$ cat src/core/acs_regs.svh
// Constants of the converter sequencer: offsets, fields, resets, timing.
// Assumes a 40 MHz system clock and the plain register port of acs_top.
//
// What this block does
// Continuous mode: first conversion starts 28.5 (normal) or 105 (turbo) cycles after start.
// Continuous mode: ready falls once per conversion length, both modes.
// Single-shot: ready falls the single-shot count after the start latch.
// Cycle unit is the oscillator, 1.024 MHz normal, 2.048 MHz turbo.
// A command takes effect at its latch point; single-shot counts from it.
// Two-bit reference select; internal reference after reset.
// Host waits up to 25 us for internal reference settling.
// Three-bit excitation current code; 000 disables both sources.
// Each source routed by its own three-bit field; same pin allowed.
// Host programs current first, then routing; allows 200 us start-up.
// Sources stay on between single shots; sleep command powers them down.
// Bias on whenever current nonzero and not asleep; output drawn only when routed.
// Burn-out enable sources into positive and sinks from negative input.
// Host keeps burn-out off for precision work, on only for fault tests.
// Three-bit rate code selects seven ascending rates; turbo doubles them.
// Ready returns high when a new conversion begins or result is read.
`ifndef ACS_REGS_SVH
`define ACS_REGS_SVH

// ****************************************
// Register offsets
// ****************************************
`define ACS_A_CTRL 8'h00
`define ACS_A_EXC 8'h04
`define ACS_A_CMD 8'h08
`define ACS_A_STAT 8'h0C

// ****************************************
// Field positions
// ****************************************
`define ACS_B_CONT 0
`define ACS_B_TURBO 1
`define ACS_B_RATE 2
`define ACS_B_REF 5
`define ACS_B_BURN 7
`define ACS_B_CUR 0
`define ACS_B_R1 3
`define ACS_B_R2 6
`define ACS_B_START 0
`define ACS_B_SLEEP 1
`define ACS_B_ACK 2

// ****************************************
// Reset values
// ****************************************
`define ACS_CTRL_RST 8'h00
`define ACS_EXC_RST 9'h000

// ****************************************
// Timing, in oscillator cycles unless noted
// ****************************************
`define ACS_CLK_KHZ 40000
`define ACS_OSC_KHZ 1024
`define ACS_DLY_NORM_HALF 18'd57
`define ACS_DLY_TURBO 17'd105
`define ACS_CONT_0 17'd51192
`define ACS_CONT_1 17'd22780
`define ACS_CONT_2 17'd11532
`define ACS_CONT_3 17'd5916
`define ACS_CONT_4 17'd3116
`define ACS_CONT_5 17'd1724
`define ACS_CONT_6 17'd1036
`define ACS_SN_0 17'd51213
`define ACS_SN_1 17'd22805
`define ACS_SN_2 17'd11557
`define ACS_SN_3 17'd5941
`define ACS_SN_4 17'd3141
`define ACS_SN_5 17'd1749
`define ACS_SN_6 17'd1061
`define ACS_ST_0 17'd51217
`define ACS_ST_1 17'd22809
`define ACS_ST_2 17'd11561
`define ACS_ST_3 17'd5945
`define ACS_ST_4 17'd3145
`define ACS_ST_5 17'd1753
`define ACS_ST_6 17'd1065

`endif

$ cat src/core/acs_pkg.sv
// Types shared by the converter sequencer files.
// Assumes nothing beyond a SystemVerilog compiler.
package acs_pkg;
  typedef enum logic [1:0] {ACS_IDLE, ACS_DELAY, ACS_CONV} acs_state_e;
  typedef logic [17:0] acs_cnt_t;
  typedef logic [2:0] acs_code_t;
endpackage

$ cat src/core/acs_osc_div.sv
// Fractional divider making the oscillator half-cycle enable.
// Assumes one system clock; clr restarts the phase at a start command latch.
`timescale 1ns/100ps
`include "acs_regs.svh"
module acs_osc_div #(
  parameter int CLK_KHZ = `ACS_CLK_KHZ
) (
  input wire logic clk,
  input wire logic rst_n,
  input wire logic clr,
  input wire logic turbo,
  output logic tick_q
);
  import acs_pkg::*;

  // Steps are twice the oscillator rate, so each tick is half a cycle.
  // That resolution is what lets the 28.5 cycle start delay be exact.
  localparam logic [17:0] STEP = 18'(2 * `ACS_OSC_KHZ);
  localparam logic [17:0] MODV = 18'(CLK_KHZ);
  logic [17:0] acc_q;
  logic [17:0] acc_d;
  logic tick_d;
  logic [17:0] sum;

  always_comb
  begin
    sum = acc_q + (turbo ? {STEP[16:0], 1'b0} : STEP);
    tick_d = 1'b0;
    acc_d = sum;
    if (sum >= MODV)
    begin
      acc_d = sum - MODV;
      tick_d = 1'b1;
    end
    if (clr)
    begin
      acc_d = 18'h00000;
      tick_d = 1'b0;
    end
  end

  always_ff @(posedge clk or negedge rst_n)
  begin
    if (!rst_n)
    begin
      acc_q <= 18'h00000;
      tick_q <= 1'b0;
    end
    else
    begin
      acc_q <= acc_d;
      tick_q <= tick_d;
    end
  end
endmodule

$ cat src/core/acs_top.sv
// Conversion sequencer with reference and excitation control.
// Assumes a 40 MHz clock and a register master obeying the strobe port.
//
// The placing of the registers and the address-and-strobe port were chosen for this implementation.
`timescale 1ns/100ps
`include "acs_regs.svh"
module acs_top #(
  parameter int CLK_KHZ = `ACS_CLK_KHZ
) (
  input wire logic clk,
  input wire logic rst_n,
  input wire logic [7:0] reg_addr,
  input wire logic [31:0] reg_wdata,
  input wire logic reg_wr,
  input wire logic reg_rd,
  output logic [31:0] reg_rdata,
  output logic result_ready_n,
  output logic conv_active,
  output logic [1:0] ref_sel,
  output acs_pkg::acs_code_t excite_current_sel,
  output acs_pkg::acs_code_t excite1_route,
  output acs_pkg::acs_code_t excite2_route,
  output logic excite_bias_en,
  output logic excite1_on,
  output logic excite2_on,
  output logic burnout_src_en,
  output logic burnout_sink_en
);
  import acs_pkg::*;

  // ****************************************
  // Register port decode
  // ****************************************
  logic [7:0] ctrl_q;
  logic [7:0] ctrl_d;
  logic [8:0] exc_q;
  logic [8:0] exc_d;
  logic asleep_q;
  logic asleep_d;
  logic [31:0] rdata_q;
  logic [31:0] rdata_d;
  logic cmd_wr;
  logic cmd_start;
  logic cmd_sleep;
  logic cmd_ack;
  logic cont;
  logic turbo;
  acs_code_t rate;

  assign cmd_wr = reg_wr && reg_addr == `ACS_A_CMD;
  // A command is latched in the cycle its write strobe is seen.
  assign cmd_start = cmd_wr && reg_wdata[`ACS_B_START];
  assign cmd_sleep = cmd_wr && reg_wdata[`ACS_B_SLEEP];
  assign cmd_ack = cmd_wr && reg_wdata[`ACS_B_ACK];
  assign cont = ctrl_q[`ACS_B_CONT];
  assign turbo = ctrl_q[`ACS_B_TURBO];
  assign rate = ctrl_q[`ACS_B_RATE +: 3];

  // ****************************************
  // Sequencer state
  // ****************************************
  acs_state_e state_q;
  acs_state_e state_d;
  acs_cnt_t cnt_q;
  acs_cnt_t cnt_d;
  logic rdy_n_q;
  logic rdy_n_d;
  logic tick;

  acs_osc_div #(
    .CLK_KHZ(CLK_KHZ)
  ) u_div (
    .clk(clk),
    .rst_n(rst_n),
    .clr(cmd_start),
    .turbo(turbo),
    .tick_q(tick)
  );

  // Lengths are in half oscillator cycles, hence the appended zero.
  // Code 7 has no rate of its own and falls back to the fastest.
  function automatic acs_cnt_t cont_len(input acs_code_t r);
    logic [16:0] v;
    v = `ACS_CONT_6;
    case (r)
      3'h0: v = `ACS_CONT_0;
      3'h1: v = `ACS_CONT_1;
      3'h2: v = `ACS_CONT_2;
      3'h3: v = `ACS_CONT_3;
      3'h4: v = `ACS_CONT_4;
      3'h5: v = `ACS_CONT_5;
      default: v = `ACS_CONT_6;
    endcase
    return {v, 1'b0};
  endfunction

  function automatic acs_cnt_t single_len(input acs_code_t r,
                                          input logic t);
    logic [16:0] v;
    v = `ACS_SN_6;
    case (r)
      3'h0: v = t ? `ACS_ST_0 : `ACS_SN_0;
      3'h1: v = t ? `ACS_ST_1 : `ACS_SN_1;
      3'h2: v = t ? `ACS_ST_2 : `ACS_SN_2;
      3'h3: v = t ? `ACS_ST_3 : `ACS_SN_3;
      3'h4: v = t ? `ACS_ST_4 : `ACS_SN_4;
      3'h5: v = t ? `ACS_ST_5 : `ACS_SN_5;
      default: v = t ? `ACS_ST_6 : `ACS_SN_6;
    endcase
    return {v, 1'b0};
  endfunction

  always_comb
  begin
    state_d = state_q;
    cnt_d = cnt_q;
    rdy_n_d = rdy_n_q;
    if (cmd_ack)
    begin
      rdy_n_d = 1'b1;
    end
    if (cmd_sleep)
    begin
      state_d = ACS_IDLE;
    end
    else if (cmd_start)
    begin
      rdy_n_d = 1'b1;
      if (cont)
      begin
        state_d = ACS_DELAY;
        cnt_d = turbo ? {`ACS_DLY_TURBO, 1'b0} : `ACS_DLY_NORM_HALF;
      end
      else
      begin
        state_d = ACS_CONV;
        cnt_d = single_len(rate, turbo);
      end
    end
    else if (tick && state_q != ACS_IDLE)
    begin
      cnt_d = cnt_q - 18'h00001;
      case (state_q)
        ACS_DELAY:
        begin
          if (cnt_q == 18'h00001)
          begin
            state_d = ACS_CONV;
            cnt_d = cont_len(rate);
          end
        end
        ACS_CONV:
        begin
          // Rising half a cycle early keeps a falling edge every period.
          if (cont && cnt_q == 18'h00002)
          begin
            rdy_n_d = 1'b1;
          end
          if (cnt_q == 18'h00001)
          begin
            rdy_n_d = 1'b0;
            if (cont)
            begin
              cnt_d = cont_len(rate);
            end
            else
            begin
              state_d = ACS_IDLE;
            end
          end
        end
        default: state_d = ACS_IDLE;
      endcase
    end
  end

  always_ff @(posedge clk or negedge rst_n)
  begin
    if (!rst_n)
    begin
      state_q <= ACS_IDLE;
      cnt_q <= 18'h00000;
      rdy_n_q <= 1'b1;
    end
    else
    begin
      state_q <= state_d;
      cnt_q <= cnt_d;
      rdy_n_q <= rdy_n_d;
    end
  end

  assign result_ready_n = rdy_n_q;

  // ****************************************
  // Configuration registers and read port
  // ****************************************
  always_comb
  begin
    ctrl_d = ctrl_q;
    exc_d = exc_q;
    asleep_d = asleep_q;
    rdata_d = 32'h00000000;
    if (reg_wr && reg_addr == `ACS_A_CTRL)
    begin
      ctrl_d = reg_wdata[7:0];
    end
    if (reg_wr && reg_addr == `ACS_A_EXC)
    begin
      exc_d = reg_wdata[8:0];
    end
    if (cmd_start)
    begin
      asleep_d = 1'b0;
    end
    if (cmd_sleep)
    begin
      asleep_d = 1'b1;
    end
    if (reg_rd)
    begin
      case (reg_addr)
        `ACS_A_CTRL: rdata_d = {24'h000000, ctrl_q};
        `ACS_A_EXC: rdata_d = {23'h000000, exc_q};
        `ACS_A_STAT: rdata_d = {28'h0000000, asleep_q,
                                state_q == ACS_DELAY,
                                state_q != ACS_IDLE, rdy_n_q};
        default: rdata_d = 32'h00000000;
      endcase
    end
  end

  always_ff @(posedge clk or negedge rst_n)
  begin
    if (!rst_n)
    begin
      ctrl_q <= `ACS_CTRL_RST;
      exc_q <= `ACS_EXC_RST;
      asleep_q <= 1'b0;
      rdata_q <= 32'h00000000;
    end
    else
    begin
      ctrl_q <= ctrl_d;
      exc_q <= exc_d;
      asleep_q <= asleep_d;
      rdata_q <= rdata_d;
    end
  end

  assign reg_rdata = rdata_q;
  assign ref_sel = ctrl_q[`ACS_B_REF +: 2];
  assign excite_current_sel = exc_q[`ACS_B_CUR +: 3];
  assign excite1_route = exc_q[`ACS_B_R1 +: 3];
  assign excite2_route = exc_q[`ACS_B_R2 +: 3];

  // ****************************************
  // Analog enables
  // ****************************************
  // Enables follow the next register values so that they change at the
  // same edge as the fields they reflect. Sleep overrides the excitation enables, not burn-out.
  logic [5:0] en_q;
  logic [5:0] en_d;
  logic bias;

  always_comb
  begin
    bias = exc_d[`ACS_B_CUR +: 3] != 3'h0 && !asleep_d;
    en_d[0] = bias;
    en_d[1] = bias && exc_d[`ACS_B_R1 +: 3] != 3'h0;
    en_d[2] = bias && exc_d[`ACS_B_R2 +: 3] != 3'h0;
    en_d[3] = ctrl_d[`ACS_B_BURN];
    en_d[4] = ctrl_d[`ACS_B_BURN];
    en_d[5] = state_d != ACS_IDLE;
  end

  always_ff @(posedge clk or negedge rst_n)
  begin
    if (!rst_n)
    begin
      en_q <= 6'h00;
    end
    else
    begin
      en_q <= en_d;
    end
  end

  assign excite_bias_en = en_q[0];
  assign excite1_on = en_q[1];
  assign excite2_on = en_q[2];
  assign burnout_src_en = en_q[3];
  assign burnout_sink_en = en_q[4];
  assign conv_active = en_q[5];
endmodule

$ cat config.mk
export PLATFORM = sky130hd
export DESIGN_NAME = acs_top
export DESIGN_NICKNAME = d
export VERILOG_FILES = /design/src/core/acs_pkg.sv /design/src/core/acs_osc_div.sv /design/src/core/acs_top.sv
export VERILOG_INCLUDE_DIRS = /design/src /design/src/core
export SDC_FILE = /design/constraint.sdc
export NUM_CORES = 1
export LEC_CHECK = 0
export BUFFER_PORTS_ARGS = -buffer_cell sky130_fd_sc_hd__clkbuf_2
export CAP_MARGIN = 40
export CORE_UTILIZATION = 55
export DETAILED_ROUTE_END_ITERATION = 10
export HOLD_SLACK_MARGIN = 0.03
export PLACE_DENSITY = 0.76
export SYNTH_ARGS = -nofsm -noshare
export SYNTH_HDL_FRONTEND = slang
export SYNTH_SLANG_ARGS = --single-unit
$ cat constraint.sdc
create_clock -name clk -period 4.47 [get_ports clk]
set_input_delay 0.894 -clock clk [delete_from_list [all_inputs] [get_ports clk]]
set_output_delay 0.894 -clock clk [all_outputs]
set_load 0.02 [all_outputs]
* After elaboration in Yosys (flattened, before gate mapping)
Cells that the tools add are included.
Operators by class: reductions and logical operators 21, add/sub/neg operators 3, magnitude comparators 1, eq/ne operators 12, muxes and demuxes 43, bitwise gates (word level) 1
Operator list (count):
- $pmux 16 s6 | 2
- $mux 18 | 7
- $pmux 18 s2 | 1
- $pmux 9 s3 | 1
- $mux 4 | 6
- $add 18x18->18 | 1
- $eq 18x1->1 const B | 1
- $eq 18x2->1 const B | 1
- $ge 18x16->1 const B | 1
- $mux 9 | 2
- $sub 18x1->18 const B | 1
- $sub 18x16->18 const B | 1
- $mux 17 | 1
- $eq 8x4->1 const B | 2
- $mux 8 | 2
- $mux 2 | 7
- $mux 13 | 1
- $logic_and 1x1->1 | 11
- $mux 1 | 11
- $reduce_bool 3->1 | 3
- $eq 8x3->1 const B | 1
- $logic_not 8->1 | 1
- $eq 3x2->1 const B | 2
- $eq 3x3->1 const B | 2
- 10 further kinds | 12
Storage, ports and cells: output and inout bits 50, input bits 44, logic and storage cells 92, register bits 96

* Depth between registers and ports, before layout
Gate-level depths: netlist of the first run.
depth in word-level cells 10, depth in mapped cells 11, mapped depth without buffers 10

* Modules after synthesis
From an unflattened synthesis of the first run, not the netlist that was laid out.
Unflattened totals: cells, all modules 485, area, all modules 4389.2 um^2
By module, submodules not included:
- acs_top | instances 1, sequential area each 1302.5 um^2, cells an instance 364, area each 3326.9 um^2
- acs_osc_div | instances 1, sequential area each 325.3 um^2, cells an instance 121, area each 1062.3 um^2

* Worst setup path after synthesis of the first run
No wires, ideal clock.
kind register -> register, start point register ctrl_q[1], end point register u_div.acc_q[17], stages on the path, launching flop included 11, setup time 0.078 ns, buffers on the path 1, setup slack 1.901 ns, arrival 2.491 ns, clock period less this slack 2.569 ns, required time 4.392 ns, cell sequence dfrtp_1 inv_1 ha_1 inv_1 fa_1 and3b_1 clkbuf_1 o21a_1 o31ai_4 or3_1 a21oi_1
On the way: word-level cells in the longest chain between the ends 5, elaborated cells on any way between the ends 6, classes of those cells 2 x add/sub; 1 x order compare; 3 x mux
RTL lines:
- start: declaration | line acs_top.sv:34 | logic [7:0] ctrl_q;
- start signal: assignment | line acs_top.sv:237 | ctrl_q <= `ACS_CTRL_RST;
- start signal: assignment | line acs_top.sv:244 | ctrl_q <= ctrl_d;
- $mux 13 (*) | line acs_osc_div.sv:27 | sum = acc_q + (turbo ? {STEP[16:0], 1'b0} : STEP);
- $add 18x18->18 (*) | line acs_osc_div.sv:27
- $sub 18x16->18 or $ge 18x16->1 (tied branches) | line acs_osc_div.sv:32, acs_osc_div.sv:30
- $mux 18 (*) | line acs_osc_div.sv:30 | if (sum >= MODV)
- $mux 18 (*) | line acs_osc_div.sv:35 | if (clr)
- named net u_div.acc_d[17] | line acs_osc_div.sv:21 | logic [17:0] acc_d;
- end signal: assignment | line acs_osc_div.sv:46 | acc_q <= 18'h00000;
- end signal: assignment | line acs_osc_div.sv:51 | acc_q <= acc_d;
- end: declaration | line acs_osc_div.sv:20 | logic [17:0] acc_q;
The timed path passes the listed nets; every way through them passes the cells marked *. A chain may end at the register's enable or synchronous reset.

* Final worst setup path of the first run
Ends and elaborated chain as after synthesis.

==> impl_results.md, run 1 <==
* Status: completed
* Postcts setup bufs at 0
* Initial antenna violation count at 0
* Final worst-path setup slack at 1080 ps
* CP Capture Type: flip-flop
* Asr flop ratio synth at 1.00
* CP dominant cell by count: inv_1
* Final net count at 586
* Fillers at 660
* Die H at ~90 um
* GR Overflow Total at 0
* Final setup vio count at 0
* Slew headroom at 0.450
* Pwr per Cell Area at 491 nW/um2
* Total Routing Usage GR at 0.264
* Critical R2R Capture: u_div.acc_q[17]
* Fin Clk Skew at 8.36 ps
* Hold Path End: cnt_q[17]
* Top_reg_cell synth: dfrtp_1
* Die ar. at 8320 um2
* Largest stage delay on the critical path at 670 ps
* Mapped Area at roughly 4400 um2
* Worst-margin pin slew at between 800 and 900 ps
* Final Cycle Share at 0.759
* First-pass GRT wire length at roughly 18 mm
* Worst slack, placed at 1180 ps
* Synth cell types at 69
* DR WL/cell at between 15 and 20 um
* Multi-input logic area at ~2500 um2
* Ys Warns at 0
* Inserted Clock Buffers at 9
* Syn-to-layout area delta at 9.09%
* FF+latch area at 1630 um2
* Mean post-synth cell area at 8.86 um2
* Worst vdd ir at 0.433 mV
* Leak pwr at 2.14 nW
* Hold Buf Count CTS at 0
* EDFF count, synth at 0
* Setup TNS at 0 ps
* Initial Utilization at 0.567
* Min Tclk post-route at 3390 ps
* Final hold violations at 0
* WP data arrival at 3670 ps
* Number of gates resized after cts at 0
* CTS Sinks at 65
* Die width at 91.2 um
* Global placer's final weighted congestion at 0.840
* Skew-Pair Late Insertion Delay at 350 ps
* Dominant cell type by area after synthesis: dfrtp_1
* CTS Root Cell: clkbuf_8
* Row count at 32
* RSZ-0062 raised after global routing: no
* TritonCTS clock tree: done
* Vias in the first global route at 3607
* WL final at 10.7 mm
* Yosys top cell area share at 0.366
* H-Tree Depth at 3
* Residual DRC at 0
* WP data required at 4740 ps
* Slowest stage cell, crit path: xor2_1
* Worst Hold Class: reg2reg
* Number of vias per cell at 6.01
* Dpl hpwl at between 7 and 8 mm
* R2r setup slk at 1080 ps
* Drt pass-1 iters at 5
* Port Buf Inserts at 47
* Post-route ant nets at 0
* Slew Viols, Final at 0
* Share of post-route cells with drive strength above 1 at 0.194
* Hold_sp: cnt_q[17]
* Largest net degree at the start of global routing at 36
* Total core area at between 7000 and 8000 um2
* Ports at 94
* Commonest non-fill, non-tap cell in the layout: dfrtp_1
* Fmax at 0.295 GHz
* Reg-to-reg startpoint: ctrl_q[1]
* Most frequent cells in the layout: 64 x dfrtp_1, 52 x nor2_1, 46 x clkbuf_2
* Crit path kind: reg2reg
* Iter 0 DRT Violations at 263
* Ant. Diodes at 0
* Crit start category: flip-flop
* Via count at 3834
* Worst Hold Depth at 1
* CTS clk-pin slew, worst paths at about 80 ps
* Top cells by area, synth: dfrtp_1 37%, buf_4 4.5%, nor2_1 4.5%
* Synth Instances at 494
* Post-synthesis register bit count at 65
* CP cell instances: inv_1 > ha_1 > inv_1 > fa_1 > nor2b_1 > nand3_1 > xor2_1 > nand2_1 > or3_1 > a21oi_1
* Max cap viols at 0
* Clock buffer depth at 2
* CP top delay family: simple AND/OR/NAND/NOR gates
* Cells on worst reg2reg path at 10
* WP buf/inv at 2
* Crit Path Max Fanout at 11
* Post-synthesis sequential area ratio at 0.372
[worst max-delay path by stage]
stage                   start              end  slack [ps]  cells after the start
floorplan           ctrl_q[1]  u_div.acc_q[17]        1900                     10
CTS                 ctrl_q[1]  u_div.acc_q[17]        1150                     10
global route        ctrl_q[1]  u_div.acc_q[14]         840                     10
finish              ctrl_q[1]  u_div.acc_q[17]        1080                     10
global placement    ctrl_q[1]  u_div.acc_q[14]        1270                     10
detailed placement  ctrl_q[1]  u_div.acc_q[17]        1180                     10
[per-layer routing]
| metal | wire (um) | vias up | share of wire | GRT usage |
|---|---|---|---|---|
| met3 | 602 | 33 | 0.056 | 0.0436 |
| li1 | - | 1803 | - | - |
| met1 | 4510 | 1836 | 0.42 | 0.338 |
| met2 | 5260 | 162 | 0.49 | 0.441 |
| met4 | 309 | 0 | 0.029 | 0.118 |
| met5 | 0 | - | 0 | 0 |
[logic make-up after synthesis]
group / count (synthesis) / share of synthesized area
AO/OA/AOI/OAI: 118 / 0.188
XOR/XNOR: 20 / 0.0400
adder cells (fa/ha/maj): 11 / 0.0332
buffers and inverters: 69 / 0.0849
flip-flops: 65 / 0.372
multiplexers: 24 / 0.0597
other: 1 / 0.000857
AND/OR/NAND/NOR: 186 / 0.222
[where the power goes]
group	switching [mW]	internal, mW	total, mW
logic	0.546	0.416	0.962
clock network	0.269	0.268	0.538
registers	0.143	0.703	0.846
[synthesized netlist by cell type (6+ instances only)]
cell      instances
a211oi_1          7
a21oi_1          25
a22oi_1           6
a31oi_1           8
buf_2             6
buf_4            26
clkbuf_1         14
dfrtp_1          64
ha_1             10
inv_1            21
mux2_2           17
mux2i_1           7
nand2_1          34
nand3_1          17
nor2_1           52
nor2b_1           8
nor3_1           27
o211ai_1         10
o21ai_0          27
xnor2_1          13
xor2_1            7
[worst reg2reg max path: cells and delay by family, from the launching register on]
kind	cells	cell delay (ps)
AND/OR/NAND/NOR	4	960
adder cells (fa/ha/maj)	2	740
buffers and inverters	2	330
AO/OA/AOI/OAI	1	150
flip-flops	1	490
XOR/XNOR	1	670
[sequential cells by signal (all words and copies together), names as in the netlist]
register / cells
u_div.acc_q: 12
exc_q: 9
en_q: 5
result_ready_n: 1
u_div.tick_q: 1
state_q: 2
cnt_q: 18
ctrl_q: 7
reg_rdata: 9
asleep_q: 1
[final cells by class]
class | instances | share of cell area
repair buffers | 52 | 0.0571
inverters | 21 | 0.0165
multi-input cells | 382 | 0.515
flip-flops and latches | 65 | 0.341
clock buffers | 9 | 0.0259
well taps | 102 | 0.0267
clock inverters | 7 | 0.0176
[through the flow]
step / utilization / area (um2) / total power [mW] / hold WS [ps] / instances
6_report: 0.618 / 4780 / 2.35 / 486 / 638
5_1_grt: 0.618 / 4780 / 2.50 / 509 / 638
4_1_cts: 0.618 / 4780 / 2.35 / 488 / 638
3_5_place_dp: 0.591 / 4570 / 1.80 / 473 / 622
3_3_place_gp: 0.590 / 4560 / 1.76 / 472 / 621
2_1_floorplan: - / 4460 / 1.61 / 452 / 516
No activity file was read; power rests on OpenSTA's default activity.
==> run 2, diff against run 1 <==
- clock period: 4.47 -> 3.3 ns (I/O delays scaled with it)
==> impl_results.md, run 2 (synthesized netlist as in run 1, its figures left out) <==
* Final net count at 590
* Row count at 32
* Share of post-route cells with drive strength above 1 at 0.199
* Ant. Diodes at 0
* Via count at 3802
* Total Routing Usage GR at 0.269
* Slew headroom at 0.505
* Vias in the first global route at 3631
* H-Tree Depth at 3
* Crit start category: flip-flop
* Syn-to-layout area delta at 8.92%
* R2r setup slk at 270 ps
* Final hold violations at 0
* WL final at 10.7 mm
* Setup TNS at 0 ps
* Drt pass-1 iters at 5
* Number of gates resized after cts at 0
* CTS clk-pin slew, worst paths at ~80 ps
* Post-route ant nets at 0
* Initial Utilization at 0.567
* First-pass GRT wire length at 17.5 mm
* Die H at ~90 um
* RSZ-0062 raised after global routing: no
* Dpl hpwl at ~7.8 mm
* Fillers at 673
* Min Tclk post-route at 3030 ps
* Final Cycle Share at 0.919
* Finished Layout Cells at about 640
* Reg with most FFs: cnt_q
* Number of vias per cell at 5.93
* Global placer's final weighted congestion at 0.896
* WP data required at ~3600 ps
* CTS Sinks at 65
* Placed cell count at roughly 630
* Leak pwr at 2.13 nW
* WP data arrival at 3310 ps
* Postcts setup bufs at 0
* Number of flip-flops in the largest register at 18
* DR WL/cell at 16.7 um
* CP Capture Type: flip-flop
* Status: completed
* Largest net degree at the start of global routing at 30
* Commonest non-fill, non-tap cell in the layout: dfrtp_1
* Worst-margin pin slew at 736 ps
* Port Buf Inserts at 47
* Crit path kind: reg2reg
* Die ar. at roughly 8300 um2
* Reg-to-reg startpoint: ctrl_q[1]
* Pwr per Cell Area at 637 nW/um2
* Cells on worst reg2reg path at 10
* Final setup vio count at 0
* Die width at 91.2 um
* Fmax at ~0.33 GHz
* GR Overflow Total at 0
* Fin Clk Skew at 10.3 ps
* Inserted Clock Buffers at 9
* Initial antenna violation count at 0
* Slew Viols, Final at 0
* Iter 0 DRT Violations at 317
* Max cap viols at 0
* Crit Path Max Fanout at 9
* Worst vdd ir at 0.486 mV
* TritonCTS clock tree: done
* Ports at 94
* Worst Hold Class: in2async
* Skew-Pair Late Insertion Delay at 360 ps
* Total core area at 7730 um2
* Critical R2R Capture: u_div.acc_q[14]
* Clock buffer depth at 2
* Hold Buf Count CTS at 0
* Residual DRC at 0
* Most frequent cells in the layout: 64 x dfrtp_1, 52 x nor2_1, 46 x clkbuf_2
* CTS Root Cell: clkbuf_8
* Top flop regs: cnt_q x18, u_div.acc_q x12
* Hold Slack at a little under 300 ps
-- run 2: final cells by class --
type | count | area (um2) | share of cell area
clock buffers | 9 | 124 | 0.0260
clock inverters | 6 | 46.3 | 0.00971
inverters | 21 | 78.8 | 0.0165
multi-input cells | 382 | 2460 | 0.516
flip-flops and latches | 65 | 1630 | 0.341
well taps | 102 | 128 | 0.0268
repair buffers | 56 | 303 | 0.0635
-- run 2: layer usage --
| layer | up-vias | wire length (um) | global-route usage |
|---|---|---|---|
| li1 | 1816 | - | - |
| met1 | 1838 | 4520 | 0.335 |
| met2 | 120 | 5350 | 0.453 |
| met3 | 28 | 558 | 0.0536 |
| met4 | 0 | 280 | 0.120 |
| met5 | - | 0 | 0 |
-- run 2: where the power goes --
part	internal [mW]	switching, mW	total, mW
combinational	0.564	0.714	1.28
sequential	0.953	0.195	1.15
clock	0.270	0.341	0.611
-- run 2: worst max-delay path by stage --
stage	startpoint	to	slack, ps
floorplan	ctrl_q[1]	u_div.acc_q[17]	730
global placement	ctrl_q[1]	u_div.acc_q[14]	370
detailed placement	ctrl_q[1]	u_div.acc_q[14]	270
CTS	ctrl_q[1]	u_div.acc_q[14]	260
global route	ctrl_q[1]	u_div.acc_q[14]	40
finish	ctrl_q[1]	u_div.acc_q[14]	270
-- run 2: metrics by stage --
stage	total power, mW	instance area, um2	worst slack [ps]	utilization
after floorplan	2.18	4460	731	-
after detailed placement	2.43	4600	274	0.595
after global routing	3.25	4770	38.1	0.617
after CTS	3.05	4770	263	0.617
after global placement	2.38	4590	366	0.594
final	3.04	4770	266	0.617
-- run 2: critical path: stages, from the launching register on --
cell and delay [ps]:
dfrtp_1 480, inv_1 250, ha_1 250, inv_1 60, fa_1 470, nand2b_1 190
nor3_1 110, o31ai_4 470, nand3_1 270, and4_1 250, nor3_1 140
